## config.mk

```make
export PLATFORM = sky130hd
export DESIGN_NAME = rtcf_fields
export DESIGN_NICKNAME = d
export VERILOG_FILES = /design/src/hw/rtcf_hour_step.v /design/src/hw/rtcf_wday_rot.v /design/src/hw/rtcf_fields.v
export VERILOG_INCLUDE_DIRS = /design/src /design/src/hw
export SDC_FILE = /design/constraint.sdc
export NUM_CORES = 1
export LEC_CHECK = 0
export BUFFER_PORTS_ARGS = -buffer_cell sky130_fd_sc_hd__buf_4
export CAP_MARGIN = 15
export CORE_MARGIN = 1.5
export CORE_UTILIZATION = 50
export DETAILED_ROUTE_END_ITERATION = 7
export GPL_TIMING_DRIVEN = 0
export PLACE_DENSITY = 0.75
export SYNTH_ARGS = -nofsm -noshare
export SYNTH_HDL_FRONTEND = slang
export SYNTH_SLANG_ARGS = --single-unit
export TNS_END_PERCENT = 20
```

## constraint.sdc

```tcl
create_clock -name sys_clk_in -period 3.6 [get_ports sys_clk_in]
set_input_delay 0.36 -clock sys_clk_in [delete_from_list [all_inputs] [get_ports sys_clk_in]]
set_output_delay 0.36 -clock sys_clk_in [all_outputs]
set_load 0.01 [all_outputs]
```

## src/hw/rtcf_defines.vh

```
// register offsets, field positions, reset values and timing counts for the
// rtc hours/weekday/month field block; definitions only
`ifndef RTCF_DEFINES_VH
`define RTCF_DEFINES_VH
`define RTCF_ADDR_HOUR 4'h9
`define RTCF_ADDR_WDAY 4'hA
`define RTCF_ADDR_MONTH 4'hB
`define RTCF_ADDR_CTRL 4'hE
`define RTCF_MERIDIEM_BIT 6
`define RTCF_HOUR_RST 6'h00
`define RTCF_WDAY_RST 7'h01
`define RTCF_MONTH_RST 5'h01
`define RTCF_CTRL_FMT_BIT 0
`define RTCF_CTRL_DEC_BIT 1
`define RTCF_CTRL_RST 2'h0
`define RTCF_CLK_HZ 25000000
`define RTCF_TICK_PERIOD_S 3600
`endif

```

## src/hw/rtcf_hour_step.v

```verilog
// next-hour arithmetic for the hours field with meridiem flag
// assumes: field values legal for the selected format and coding
`timescale 1ns/1ps
`include "rtcf_defines.vh"
module rtcf_hour_step (
   // current state and mode
   input wire [5:0] hour_in,
   input wire meridiem_in,
   input wire fmt24_in,
   input wire dec_in,
   // next state
   output reg [5:0] hour_out,
   output reg meridiem_out,
   output reg day_wrap_out
);
   reg [4:0] bin_v;
   reg [4:0] nxt_v;
   reg [4:0] sub_v;
   always @* begin
      nxt_v = 5'h00;
      sub_v = 5'h00;
      // tens digit times ten is tens times eight plus tens times two
      bin_v = dec_in ? ({hour_in[5:4], 3'b000} + {2'b00, hour_in[5:4], 1'b0}
         + {1'b0, hour_in[3:0]}) : hour_in[4:0];
      meridiem_out = meridiem_in;
      day_wrap_out = 1'b0;
      if (fmt24_in) begin
         // 0..23, wrap starts a new day
         if (bin_v >= 5'h17) begin
            nxt_v = 5'h00;
            day_wrap_out = 1'b1;
         end else begin
            nxt_v = bin_v + 5'h01;
         end
      end else begin
         // 1..12; 11 -> 12 flips meridiem, pm to am is a new day
         if (bin_v >= 5'h0C) begin
            nxt_v = 5'h01;
         end else begin
            nxt_v = bin_v + 5'h01;
         end
         if (bin_v == 5'h0B) begin
            meridiem_out = ~meridiem_in;
            day_wrap_out = meridiem_in;
         end
      end
      if (dec_in) begin
         if (nxt_v >= 5'h14) begin
            sub_v = nxt_v - 5'h14;
            hour_out = {2'b10, sub_v[3:0]};
         end else if (nxt_v >= 5'h0A) begin
            sub_v = nxt_v - 5'h0A;
            hour_out = {2'b01, sub_v[3:0]};
         end else begin
            hour_out = {2'b00, nxt_v[3:0]};
         end
      end else begin
         hour_out = {1'b0, nxt_v};
      end
   end
endmodule

```

## src/hw/rtcf_wday_rot.v

```verilog
// one-hot weekday rotation, saturday followed by sunday
// assumes: a one-hot seven-bit input
`timescale 1ns/1ps
module rtcf_wday_rot #(
   parameter DAYS = 7
) (
   // current day
   input wire [DAYS-1:0] day_in,
   // next day
   output wire [DAYS-1:0] day_out
);
   genvar i;
   generate
      for (i = 0; i < DAYS; i = i + 1) begin : g_rot
         assign day_out[i] = day_in[(i + DAYS - 1) % DAYS];
      end
   endgenerate
endmodule

```

## src/hw/rtcf_fields.v

```verilog
// rtc hours, meridiem, weekday and month registers behind a plain register port
// assumes: tick_in is a one-cycle pulse on sys_clk_in, one per hour
// Function
// - meridiem flag: 0 morning, 1 afternoon
// - format bit 1 selects 24-hour, 0 12-hour
// - 24-hour binary: bit5 zero, 0..23
// - 24-hour decimal: tens 0..2, units 0..9, <=23
// - 12-hour binary: bits5:4 zero, 1..12
// - 12-hour decimal: tens 0..1, units 0..9, <=12
// - weekday one-hot bits 6:0, exactly one set
// - bits 6..1 map Saturday down to Monday
// - bit 0 Sunday; reset value is Sunday
// - reserved bits unstored, written zero, read zero
// - meridiem ignored in 24-hour format
`timescale 1ns/1ps
`include "rtcf_defines.vh"
module rtcf_fields #(
   parameter DAYS = 7
) (
   // clock and reset
   input wire sys_clk_in,
   input wire rst_in,
   // timekeeping tick
   input wire tick_in,
   // register port
   input wire [3:0] reg_addr_in,
   input wire [7:0] reg_wdata_in,
   input wire reg_wr_in,
   input wire reg_rd_in,
   output reg [7:0] reg_rdata_out,
   // status
   output wire [DAYS-1:0] weekday_out,
   output wire day_error_out,
   output wire hour_error_out
);
   // hour and meridiem state
   reg [5:0] hour_q;
   reg [5:0] hour_d;
   reg meridiem_q;
   reg meridiem_d;
   // weekday and month state
   reg [DAYS-1:0] wday_q;
   wire [DAYS-1:0] wday_d;
   reg [4:0] month_q;
   reg [4:0] month_d;
   // control state
   reg fmt24_q;
   reg fmt24_d;
   reg dec_q;
   reg dec_d;
   // step results
   wire [5:0] hour_nxt;
   wire mer_nxt;
   wire wrap;
   wire day_step;
   wire [DAYS-1:0] wday_nxt;
   // write decode
   wire hour_wr;
   wire wday_wr;
   wire month_wr;
   wire ctrl_wr;
   // range checks
   wire [1:0] tens_w;
   wire [3:0] units_w;
   wire bin24_bad;
   wire dec24_bad;
   wire bin12_bad;
   wire dec12_bad;
   reg hour_bad;
   // weekday population
   wire [DAYS:0] seen_w;
   wire [DAYS:0] twice_w;
   // read path
   wire [7:0] hour_rd_w;
   wire [7:0] wday_rd_w;
   wire [7:0] month_rd_w;
   wire [7:0] ctrl_rd_w;
   reg [7:0] rdata_d;
   genvar b;

   rtcf_hour_step u_step (
      .hour_in(hour_q),
      .meridiem_in(meridiem_q),
      .fmt24_in(fmt24_q),
      .dec_in(dec_q),
      .hour_out(hour_nxt),
      .meridiem_out(mer_nxt),
      .day_wrap_out(wrap)
   );

   rtcf_wday_rot #(.DAYS(DAYS)) u_rot (
      .day_in(wday_q),
      .day_out(wday_nxt)
   );

   // write strobes per register
   assign hour_wr = reg_wr_in & (reg_addr_in == `RTCF_ADDR_HOUR);
   assign wday_wr = reg_wr_in & (reg_addr_in == `RTCF_ADDR_WDAY);
   assign month_wr = reg_wr_in & (reg_addr_in == `RTCF_ADDR_MONTH);
   assign ctrl_wr = reg_wr_in & (reg_addr_in == `RTCF_ADDR_CTRL);
   assign day_step = tick_in & wrap;

   // range check digits of the stored hour
   assign tens_w = hour_q[5:4];
   assign units_w = hour_q[3:0];
   assign bin24_bad = hour_q[5] | (hour_q[4:0] > 5'h17);
   assign dec24_bad = (tens_w > 2'h2) | (units_w > 4'h9) |
      ((tens_w == 2'h2) & (units_w > 4'h3));
   assign bin12_bad = (tens_w != 2'h0) | (units_w == 4'h0) |
      (units_w > 4'hC);
   assign dec12_bad = tens_w[1] | (units_w > 4'h9) | (hour_q == 6'h00) |
      (tens_w[0] & (units_w > 4'h2));

   // range check against the selected format and coding
   always @* begin
      hour_bad = 1'b0;
      case ({fmt24_q, dec_q})
         2'b10: begin
            hour_bad = bin24_bad;
         end
         2'b11: begin
            hour_bad = dec24_bad;
         end
         2'b00: begin
            hour_bad = bin12_bad;
         end
         2'b01: begin
            hour_bad = dec12_bad;
         end
         default: begin
            hour_bad = 1'b0;
         end
      endcase
   end
   assign hour_error_out = hour_bad;

   // exactly-one check, one stage per weekday bit
   assign seen_w[0] = 1'b0;
   assign twice_w[0] = 1'b0;
   generate
      for (b = 0; b < DAYS; b = b + 1) begin : g_one
         assign seen_w[b + 1] = seen_w[b] | wday_q[b];
         assign twice_w[b + 1] = twice_w[b] | (seen_w[b] & wday_q[b]);
      end
   endgenerate
   assign day_error_out = ~seen_w[DAYS] | twice_w[DAYS];
   assign weekday_out = wday_q;

   // hour and meridiem next value; software write beats tick
   always @* begin
      hour_d = hour_q;
      meridiem_d = meridiem_q;
      if (tick_in) begin
         hour_d = hour_nxt;
         // flag holds the am/pm state only in 12-hour format
         if (!fmt24_q) begin
            meridiem_d = mer_nxt;
         end
      end
      if (hour_wr) begin
         hour_d = reg_wdata_in[5:0];
         meridiem_d = reg_wdata_in[`RTCF_MERIDIEM_BIT];
      end
   end

   // weekday next value per bit; software write beats the day step
   generate
      for (b = 0; b < DAYS; b = b + 1) begin : g_wday
         assign wday_d[b] = wday_wr ? reg_wdata_in[b] :
            (day_step ? wday_nxt[b] : wday_q[b]);
      end
   endgenerate

   // month next value, stored raw
   always @* begin
      month_d = month_q;
      if (month_wr) begin
         month_d = reg_wdata_in[4:0];
      end
   end

   // control next value
   always @* begin
      fmt24_d = fmt24_q;
      dec_d = dec_q;
      if (ctrl_wr) begin
         fmt24_d = reg_wdata_in[`RTCF_CTRL_FMT_BIT];
         dec_d = reg_wdata_in[`RTCF_CTRL_DEC_BIT];
      end
   end

   // hour register
   always @(posedge sys_clk_in) begin
      if (rst_in) begin
         hour_q <= `RTCF_HOUR_RST;
      end else begin
         hour_q <= hour_d;
      end
   end

   // meridiem flag, morning after reset
   always @(posedge sys_clk_in) begin
      if (rst_in) begin
         meridiem_q <= 1'b0;
      end else begin
         meridiem_q <= meridiem_d;
      end
   end

   // weekday register, sunday after reset
   always @(posedge sys_clk_in) begin
      if (rst_in) begin
         wday_q <= `RTCF_WDAY_RST;
      end else begin
         wday_q <= wday_d;
      end
   end

   // month register
   always @(posedge sys_clk_in) begin
      if (rst_in) begin
         month_q <= `RTCF_MONTH_RST;
      end else begin
         month_q <= month_d;
      end
   end

   // hour format select
   always @(posedge sys_clk_in) begin
      if (rst_in) begin
         fmt24_q <= 1'b0;
      end else begin
         fmt24_q <= fmt24_d;
      end
   end

   // decimal coding select
   always @(posedge sys_clk_in) begin
      if (rst_in) begin
         dec_q <= 1'b0;
      end else begin
         dec_q <= dec_d;
      end
   end

   // read fields; reserved bits have no storage and read as zero
   assign hour_rd_w = {1'b0, meridiem_q, hour_q};
   assign wday_rd_w = {{(8 - DAYS){1'b0}}, wday_q};
   assign month_rd_w = {3'b000, month_q};
   assign ctrl_rd_w = {6'h00, dec_q, fmt24_q};

   // read mux; unmapped addresses read as zero
   always @* begin
      rdata_d = 8'h00;
      case (reg_addr_in)
         `RTCF_ADDR_HOUR: begin
            rdata_d = hour_rd_w;
         end
         `RTCF_ADDR_WDAY: begin
            rdata_d = wday_rd_w;
         end
         `RTCF_ADDR_MONTH: begin
            rdata_d = month_rd_w;
         end
         `RTCF_ADDR_CTRL: begin
            rdata_d = ctrl_rd_w;
         end
         default: begin
            rdata_d = 8'h00;
         end
      endcase
   end

   // read data stand for the one cycle after the strobe, zero otherwise
   always @(posedge sys_clk_in) begin
      if (rst_in) begin
         reg_rdata_out <= 8'h00;
      end else if (reg_rd_in) begin
         reg_rdata_out <= rdata_d;
      end else begin
         reg_rdata_out <= 8'h00;
      end
   end

endmodule

```

==> results of run 1 <==
## repair_timing
| action | in CTS | in global routing |
|---|---|---|
| hold buffers | 0 | 0 |
| gates resized for setup | 8 | 8 |
| setup buffers | 0 | 2 |
| endpoints found under the setup margin | 4 | 8 |
## placed cells by master, fill, tap and decap left out, types with 3 or more instances in the layout
| cell | n |
|---|---|
| a211o_1 | 3 |
| a211oi_1 | 4 |
| a21oi_1 | 19 |
| a311oi_1 | 8 |
| a31oi_1 | 4 |
| buf_4 | 32 |
| clkbuf_1 | 10 |
| clkbuf_8 | 4 |
| dfxtp_1 | 26 |
| ha_1 | 8 |
| inv_1 | 12 |
| mux2i_1 | 12 |
| nand2_1 | 23 |
| nand3_1 | 10 |
| nand3b_1 | 4 |
| nor2_1 | 42 |
| nor3_1 | 5 |
| o21ai_0 | 15 |
| or3_1 | 3 |
## worst reg2reg max path, stage by stage, from the launching register on
cell	delay, ns
dfxtp_1	0.35
clkbuf_2	0.25
inv_1	0.10
fa_1	0.47
xnor2_2	0.17
a21o_1	0.23
a211o_1	0.31
a21oi_4	0.21
inv_1	0.09
ha_1	0.21
a311oi_2	0.25
mux2_1	0.36
a311oi_1	0.36
a2111oi_2	0.09
## power breakdown
| group | leakage (nW) | internal (mW) | switching [mW] |
|---|---|---|---|
| combinational | 0.689 | 0.0655 | 0.0867 |
| clock | 0.0288 | 0.0982 | 0.103 |
| sequential | 0.228 | 0.316 | 0.00957 |
## worst max path at each step
stage / slack [ns] / cells after the start / end / from
floorplan: 0.20 / 13 / hour_q[3]$_SDFFE_PP0P_ / hour_q[2]$_SDFFE_PP0P_
global placement: -0.31 / 15 / hour_q[2]$_SDFFE_PP0P_ / hour_q[2]$_SDFFE_PP0P_
detailed placement: -0.26 / 15 / hour_q[2]$_SDFFE_PP0P_ / hour_q[2]$_SDFFE_PP0P_
CTS: 0.02 / 15 / hour_q[2]$_SDFFE_PP0P_ / hour_q[2]$_SDFFE_PP0P_
global route: -0.19 / 15 / hour_q[2]$_SDFFE_PP0P_ / hour_q[2]$_SDFFE_PP0P_
finish: 0.03 / 13 / hour_q[3]$_SDFFE_PP0P_ / hour_q[2]$_SDFFE_PP0P_
## state kept, by name, summed over array words and instances, names as in the netlist
name,count
reg_rdata_out,7
weekday_out,7
hour_q,6
month_q,5
dec_q,1
fmt24_q,1
meridiem_q,1
## stage by stage
stage               cells  utilization (%)  setup TNS [ns]  power [mW]
floorplan             275                -               0      0.4254
global placement      354            59.07         -0.5773      0.4726
detailed placement    354            59.07         -0.6754      0.4756
CTS                   358            61.00               0      0.6710
global route          360            62.22         -0.5168      0.7108
finish                360            62.22               0      0.6789
## metal layers
metal | GRT usage, % | routed length (µm)
met2 | 46.04 | 2830
met1 | 36.99 | 2695
met4 | 7.908 | 70
met5 | 0 | 0
met3 | 3.333 | 295
## cell type report
type / instances / area (µm²)
Fill cell: 370 / 1500
Multi-Input combinational cell: 217 / 1429
Sequential cell: 28 / 563.0
Timing Repair Buffer: 31 / 232.7
Buffer: 17 / 80.08
Tap cell: 50 / 62.56
Clock buffer: 4 / 55.05
Inverter: 13 / 48.80
## cell families after synthesis
logic type / after synthesis
DFF: 28
and+or+nand+nor: 107
buffers and inverters: 30
xor gates and xnor gates: 4
muxes: 14
adders and majority gates: 9
AOI/OAI and AO/OA: 82
other: 1
==> out/results.tsv, run 1 <==
metric	value	unit
drc_errors	0	
fp.dieH	67.28	µm
cp-end-kind	register	
cts.clk_slew.worst_paths	0.09	ns
setup_slack	0.02744	ns
startpoint_type	register	
ys_seq_area_share	27.14	%
postLayoutCellArea	2471	µm²
syn_to_final_growth	19.62	%
drv_slew	0	
synth-adder-area-share	5.815	%
period_share	99.24	%
cp_data_required_time	3.75	ns
grt_usage	27.48	%
synth_warnings	0	
overflow	0	
cts_tree	done	
synth.area.top_cells	dfxtp_1 27%, nor2_1 7.8%, mux2i_1 5.8%	
fp.dieW	67.28	µm
post-dp-hpwl	4282	µm
synth_top_area_share	27.14	%
synth_compound_area_share	27.68	%
hold_slack	0.3088	ns
holdPathStages	2	
leakagePower	0.9452	nW
yosys.area.top_type	dfxtp_1	
final_net_count	337	
syn_inst	275	
cts_htree_levels	1	
antenna_found_initial	0	
synth_top_family_by_area	compound AO/OA/AOI/OAI gates	
drive_above_1_share	19.68	%
final_antenna_net_count	0	
synth_xor_area_share	1.696	%
tightest_slew	0.6209	ns
rsz0062_at_grt	yes	
fp.dieArea	4526	µm²
viasPerCell	6.069	
placementRows	23	
yosysUniqueCellTypes	60	
dr.pass1.iters	5	
min_period	3.573	ns
max-cap-violations	0	
p_per_area	274.7	nW/µm²
yosys_most_used_dff	dfxtp_1	
routedWlPerCell	16.36	µm
clock-sinks	28	
synth_most_common_cell	nor2_1	
synthTopCellsByCount	43 x nor2_1, 28 x dfxtp_1, 23 x nand2_1, 22 x a21oi_1, 15 x o21ai_0	
synthSimpleGateAreaFrac	24.53	%
clk_latency	0.28	ns
cts_buffer_depth	2	
coreArea	3971	µm²
drt_iter0_markers	183	
syn-cell-area	2066	µm²
peakVddDrop	142.0	µV
antenna_cells	0	
async_reset_ff_share	0	%
critPathKind	register to register	
path_cells	clkbuf_2 > inv_1 > fa_1 > xnor2_2 > a21o_1 > a211o_1 > a21oi_4 > inv_1 > ha_1 > a311oi_2 > mux2_1 > a311oi_1 > a2111oi_2	
r2r_start	hour_q[2]$_SDFFE_PP0P_	
hp-class	primary input to register	
critPathMaxStageDelay	0.46	ns
fin_skew	0.005828	ns
clockRootBuffer	clkbuf_8	
slowest_stage	fa_1	
pre_cts_slack	-0.2617	ns
max_freq	0.2799	GHz
hold_viol	0	
grt_pass1_vias	1989	
syn_area_per_cell	7.512	µm²
grt_pass1_wl	9528	µm
vias	2185	
routed_wl	5891	µm
boundaryPins	34	
dpl_cell_area	2346	µm²
cts_made_buffers	3	
grt_start_max_net_pins	16	
arrival	3.72	ns
crit_buf_inv	3	
synthMuxAreaShare	6.905	%
path_max_fanout	10	
status	completed	
start_util	52.02	%
finalSetupViolCount	0	
holdPathEnd	hour_q[2]$_SDFFE_PP0P_	
regToRegSetupSlack	0.03	ns
synth_edf_count	0	
io_buffer_count	29	
r2r_cells	13	
worst_r2r_endpoint	hour_q[3]$_SDFFE_PP0P_	
relSlewSlack	58.45	%
path_common_cell	inv_1	
synth_nets	301	
hold_path.startpoint	rst_in	
ys_seq_elements	28	
place.gp.congestion	0.8598	
critPathTopFamily	compound AO/OA/AOI/OAI gates	
No activity file was read; power rests on OpenSTA's default activity.
==> run 2: changes to the inputs <==
--- a/config.mk
+++ b/config.mk
@@ -8,12 +8,13 @@
 export LEC_CHECK = 0
 export BUFFER_PORTS_ARGS = -buffer_cell sky130_fd_sc_hd__buf_4
 export CAP_MARGIN = 15
-export CORE_MARGIN = 1.5
+export CORE_MARGIN = 4
 export CORE_UTILIZATION = 50
 export DETAILED_ROUTE_END_ITERATION = 7
 export GPL_TIMING_DRIVEN = 0
-export PLACE_DENSITY = 0.75
+export PLACE_DENSITY = 0.74
 export SYNTH_ARGS = -nofsm -noshare
 export SYNTH_HDL_FRONTEND = slang
+export SYNTH_HIERARCHICAL = 1
 export SYNTH_SLANG_ARGS = --single-unit
 export TNS_END_PERCENT = 20
==> run 2 against run 1 <==
  * Sequential share of layout area down 0.74 points
  * Largest power group unchanged
  * Clock-buffer cell count decreased by 1
  * Highest routed layer unchanged
  * Combinational power up 19%
==> out/results.tsv, run 2 <==
metric	value	unit
status	completed	
yosys_most_used_dff	dfxtp_1	
leakagePower	1.134	nW
hp-class	primary input to register	
viasPerCell	5.732	
cts_htree_levels	1	
ys_seq_elements	28	
max_freq	0.2939	GHz
synth_most_common_cell	nor2_1	
holdPathStages	3	
synth_top_area_share	25.72	%
fp.dieArea	5480	µm²
coreArea	4115	µm²
placementRows	23	
worst_r2r_endpoint	hour_q[1]$_SDFFE_PP0P_	
clockRootBuffer	clkbuf_8	
p_per_area	290.5	nW/µm²
final_cell_mix	45 x buf_4, 32 x nor2_1, 23 x dfxtp_1	
synthTopCellsByCount	32 x nor2_1, 28 x dfxtp_1, 23 x nand2_1, 20 x mux2i_1	
routed_wl	5381	µm
critPathKind	register to register	
path_cells	ha_4 > inv_2 > fa_1 > nand3b_1 > a21oi_2 > a211o_1 > nand2_2 > nand3_4 > inv_2 > ha_2 > nand2_1 > nor3_2 > or4_4 > o22ai_2 > xor2_1 > mux2i_1 > a211oi_1	
r2r_start	hour_q[1]$_SDFFE_PP0P_	
hold_slack	0.3375	ns
startpoint_type	register	
place.gp.congestion	0.8354	
io_buffer_count	28	
vias	1989	
post-dp-hpwl	3901	µm
synth.area.top_cells	dfxtp_1 26%, mux2i_1 9.2%, nor2_1 5.5%	
critPathMaxStageDelay	0.52	ns
fp.dieW	74.03	µm
final_util	63.30	%
mostFrequentLayoutCell	buf_4	
clk_latency	0.27	ns
antenna_cells	0	
path_max_fanout	5	
regToRegSetupSlack	0.20	ns
grt_pass1_vias	1806	
holdPathEnd	month_q[0]$_SDFFE_PP1P_	
critPathTopFamily	simple AND/OR/NAND/NOR gates	
cts.clk_slew.worst_paths	0.10	ns
max-cap-violations	0	
slowest_stage	or4_4	
tightest_slew	0.5181	ns
r2r_cells	17	
peakVddDrop	149.9	µV
cts_made_buffers	3	
holdBufCountCts	0	
synth_warnings	6	
dpl_cell_area	2452	µm²
grt_start_max_net_pins	17	
fp.dieH	74.03	µm
cts_buffer_depth	2	
cp_data_required_time	3.78	ns
async_reset_ff_share	0	%
antenna_found_initial	0	
routedWlPerCell	15.51	µm
clock-sinks	28	
overflow	0	
fin_skew	0.005575	ns
drive_above_1_share	30.30	%
syn-cell-area	2180	µm²
yosysUniqueCellTypes	57	
finalSetupViolCount	0	
path_common_cell	inv_2	
syn_to_final_growth	19.52	%
syn_inst	259	
ys_seq_area_share	25.72	%
syn_area_per_cell	8.415	µm²
synth_edf_count	0	
period_share	94.51	%
drt_iter0_markers	100	
drc_errors	0	
min_period	3.402	ns
boundaryPins	34	
cts_tree	done	
cp-end-kind	register	
grt_pass1_wl	8776	µm
final_net_count	324	
synth_nets	285	
dr.pass1.iters	5	
start_util	52.96	%
final_antenna_net_count	0	
yosys.area.top_type	dfxtp_1	
hold_viol	0	
hold_path.startpoint	rst_in	
drv_slew	0	
arrival	3.58	ns
postLayoutCellArea	2605	µm²
fillers	363	
crit_buf_inv	2	
grt_usage	20.30	%
relSlewSlack	65.46	%
==> run 2: cell count changes in the layout (fill, tap and decap cells not counted), moves of 6 or more <==
cell | before | now
a21oi_1 | 19 | 5
o21ai_0 | 15 | 4
clkbuf_1 | 10 | 4
nor2_1 | 42 | 32
buf_4 | 32 | 45
mux2_2 | 1 | 7
mux2i_1 | 12 | 20
==> run 2: logic make-up (layout without fill, tap and decap cells) <==
kind of cell	after synthesis	in the layout	share of synthesized area (%)
AO/OA/AOI/OAI	57	57	19.63
XOR/XNOR	4	4	1.608
adder cells (fa/ha/maj)	10	10	5.970
buffers and inverters	33	71	9.299
flip-flops	28	28	25.72
multiplexers	28	28	13.49
other	1	1	0.1721
AND/OR/NAND/NOR	98	98	24.11
==> run 2: where the power goes <==
part	total [mW]	internal, mW	switching [mW]
Combinational	0.181	0.0884	0.0925
Clock	0.244	0.149	0.0955
Sequential	0.331	0.317	0.0147
==> run 2: tightest hold or removal path: stages <==
cell and delay [ns]:
buf_4 0.09, inv_1 0.07, nand2_1 0.06
==> run 2: metrics by stage <==
stage	instances	worst slack (ns)	power [mW]	TNS, ns
floorplan	259	0.1632	0.4585	0
global placement	337	-0.1898	0.5075	-0.6138
detailed placement	337	-0.2291	0.5102	-0.7061
CTS	344	0.001654	0.7568	0
global route	347	-0.02751	0.7956	-0.04505
finish	347	0.1975	0.7567	0
==> run 2: layout make-up <==
cell class / instances / area, µm² / share of cell area [%]
plain buffers: 21 / 150.1 / 5.764
clock buffers: 3 / 41.29 / 1.585
clock inverters: 1 / 30.03 / 1.153
inverters: 11 / 41.29 / 1.585
multi-input cells: 198 / 1443 / 55.38
flip-flops and latches: 28 / 574.3 / 22.05
well taps: 50 / 62.56 / 2.402
repair buffers: 35 / 262.8 / 10.09
==> run 2: timing repair <==
| action | CTS | global route |
|---|---|---|
| setup buffers | 3 | 4 |
| pin swaps | 1 | 9 |
| resized for setup | 7 | 8 |
| setup endpoints to repair | 4 | 4 |
==> run 2: layer usage <==
| layer | share of wire, % | up-vias | global-route usage, % |
|---|---|---|---|
| met5 | 0 | - | 0 |
| met4 | 1.8 | 0 | 6.237 |
| met3 | 5.1 | 10 | 1.757 |
| met2 | 48 | 55 | 34.25 |
| met1 | 45 | 920 | 27.44 |
| li1 | - | 1004 | - |
==> run 2: worst max-delay path by stage <==
stage,from,cells past startpoint,slack [ns],to
after floorplan,hour_q[4]$_SDFFE_PP0P_,18,0.16,hour_q[2]$_SDFFE_PP0P_
after global placement,hour_q[4]$_SDFFE_PP0P_,16,-0.19,hour_q[2]$_SDFFE_PP0P_
after detailed placement,hour_q[4]$_SDFFE_PP0P_,16,-0.23,hour_q[1]$_SDFFE_PP0P_
after CTS,hour_q[2]$_SDFFE_PP0P_,17,0.002,hour_q[1]$_SDFFE_PP0P_
after global routing,hour_q[4]$_SDFFE_PP0P_,17,-0.03,hour_q[2]$_SDFFE_PP0P_
final,hour_q[1]$_SDFFE_PP0P_,17,0.20,hour_q[1]$_SDFFE_PP0P_
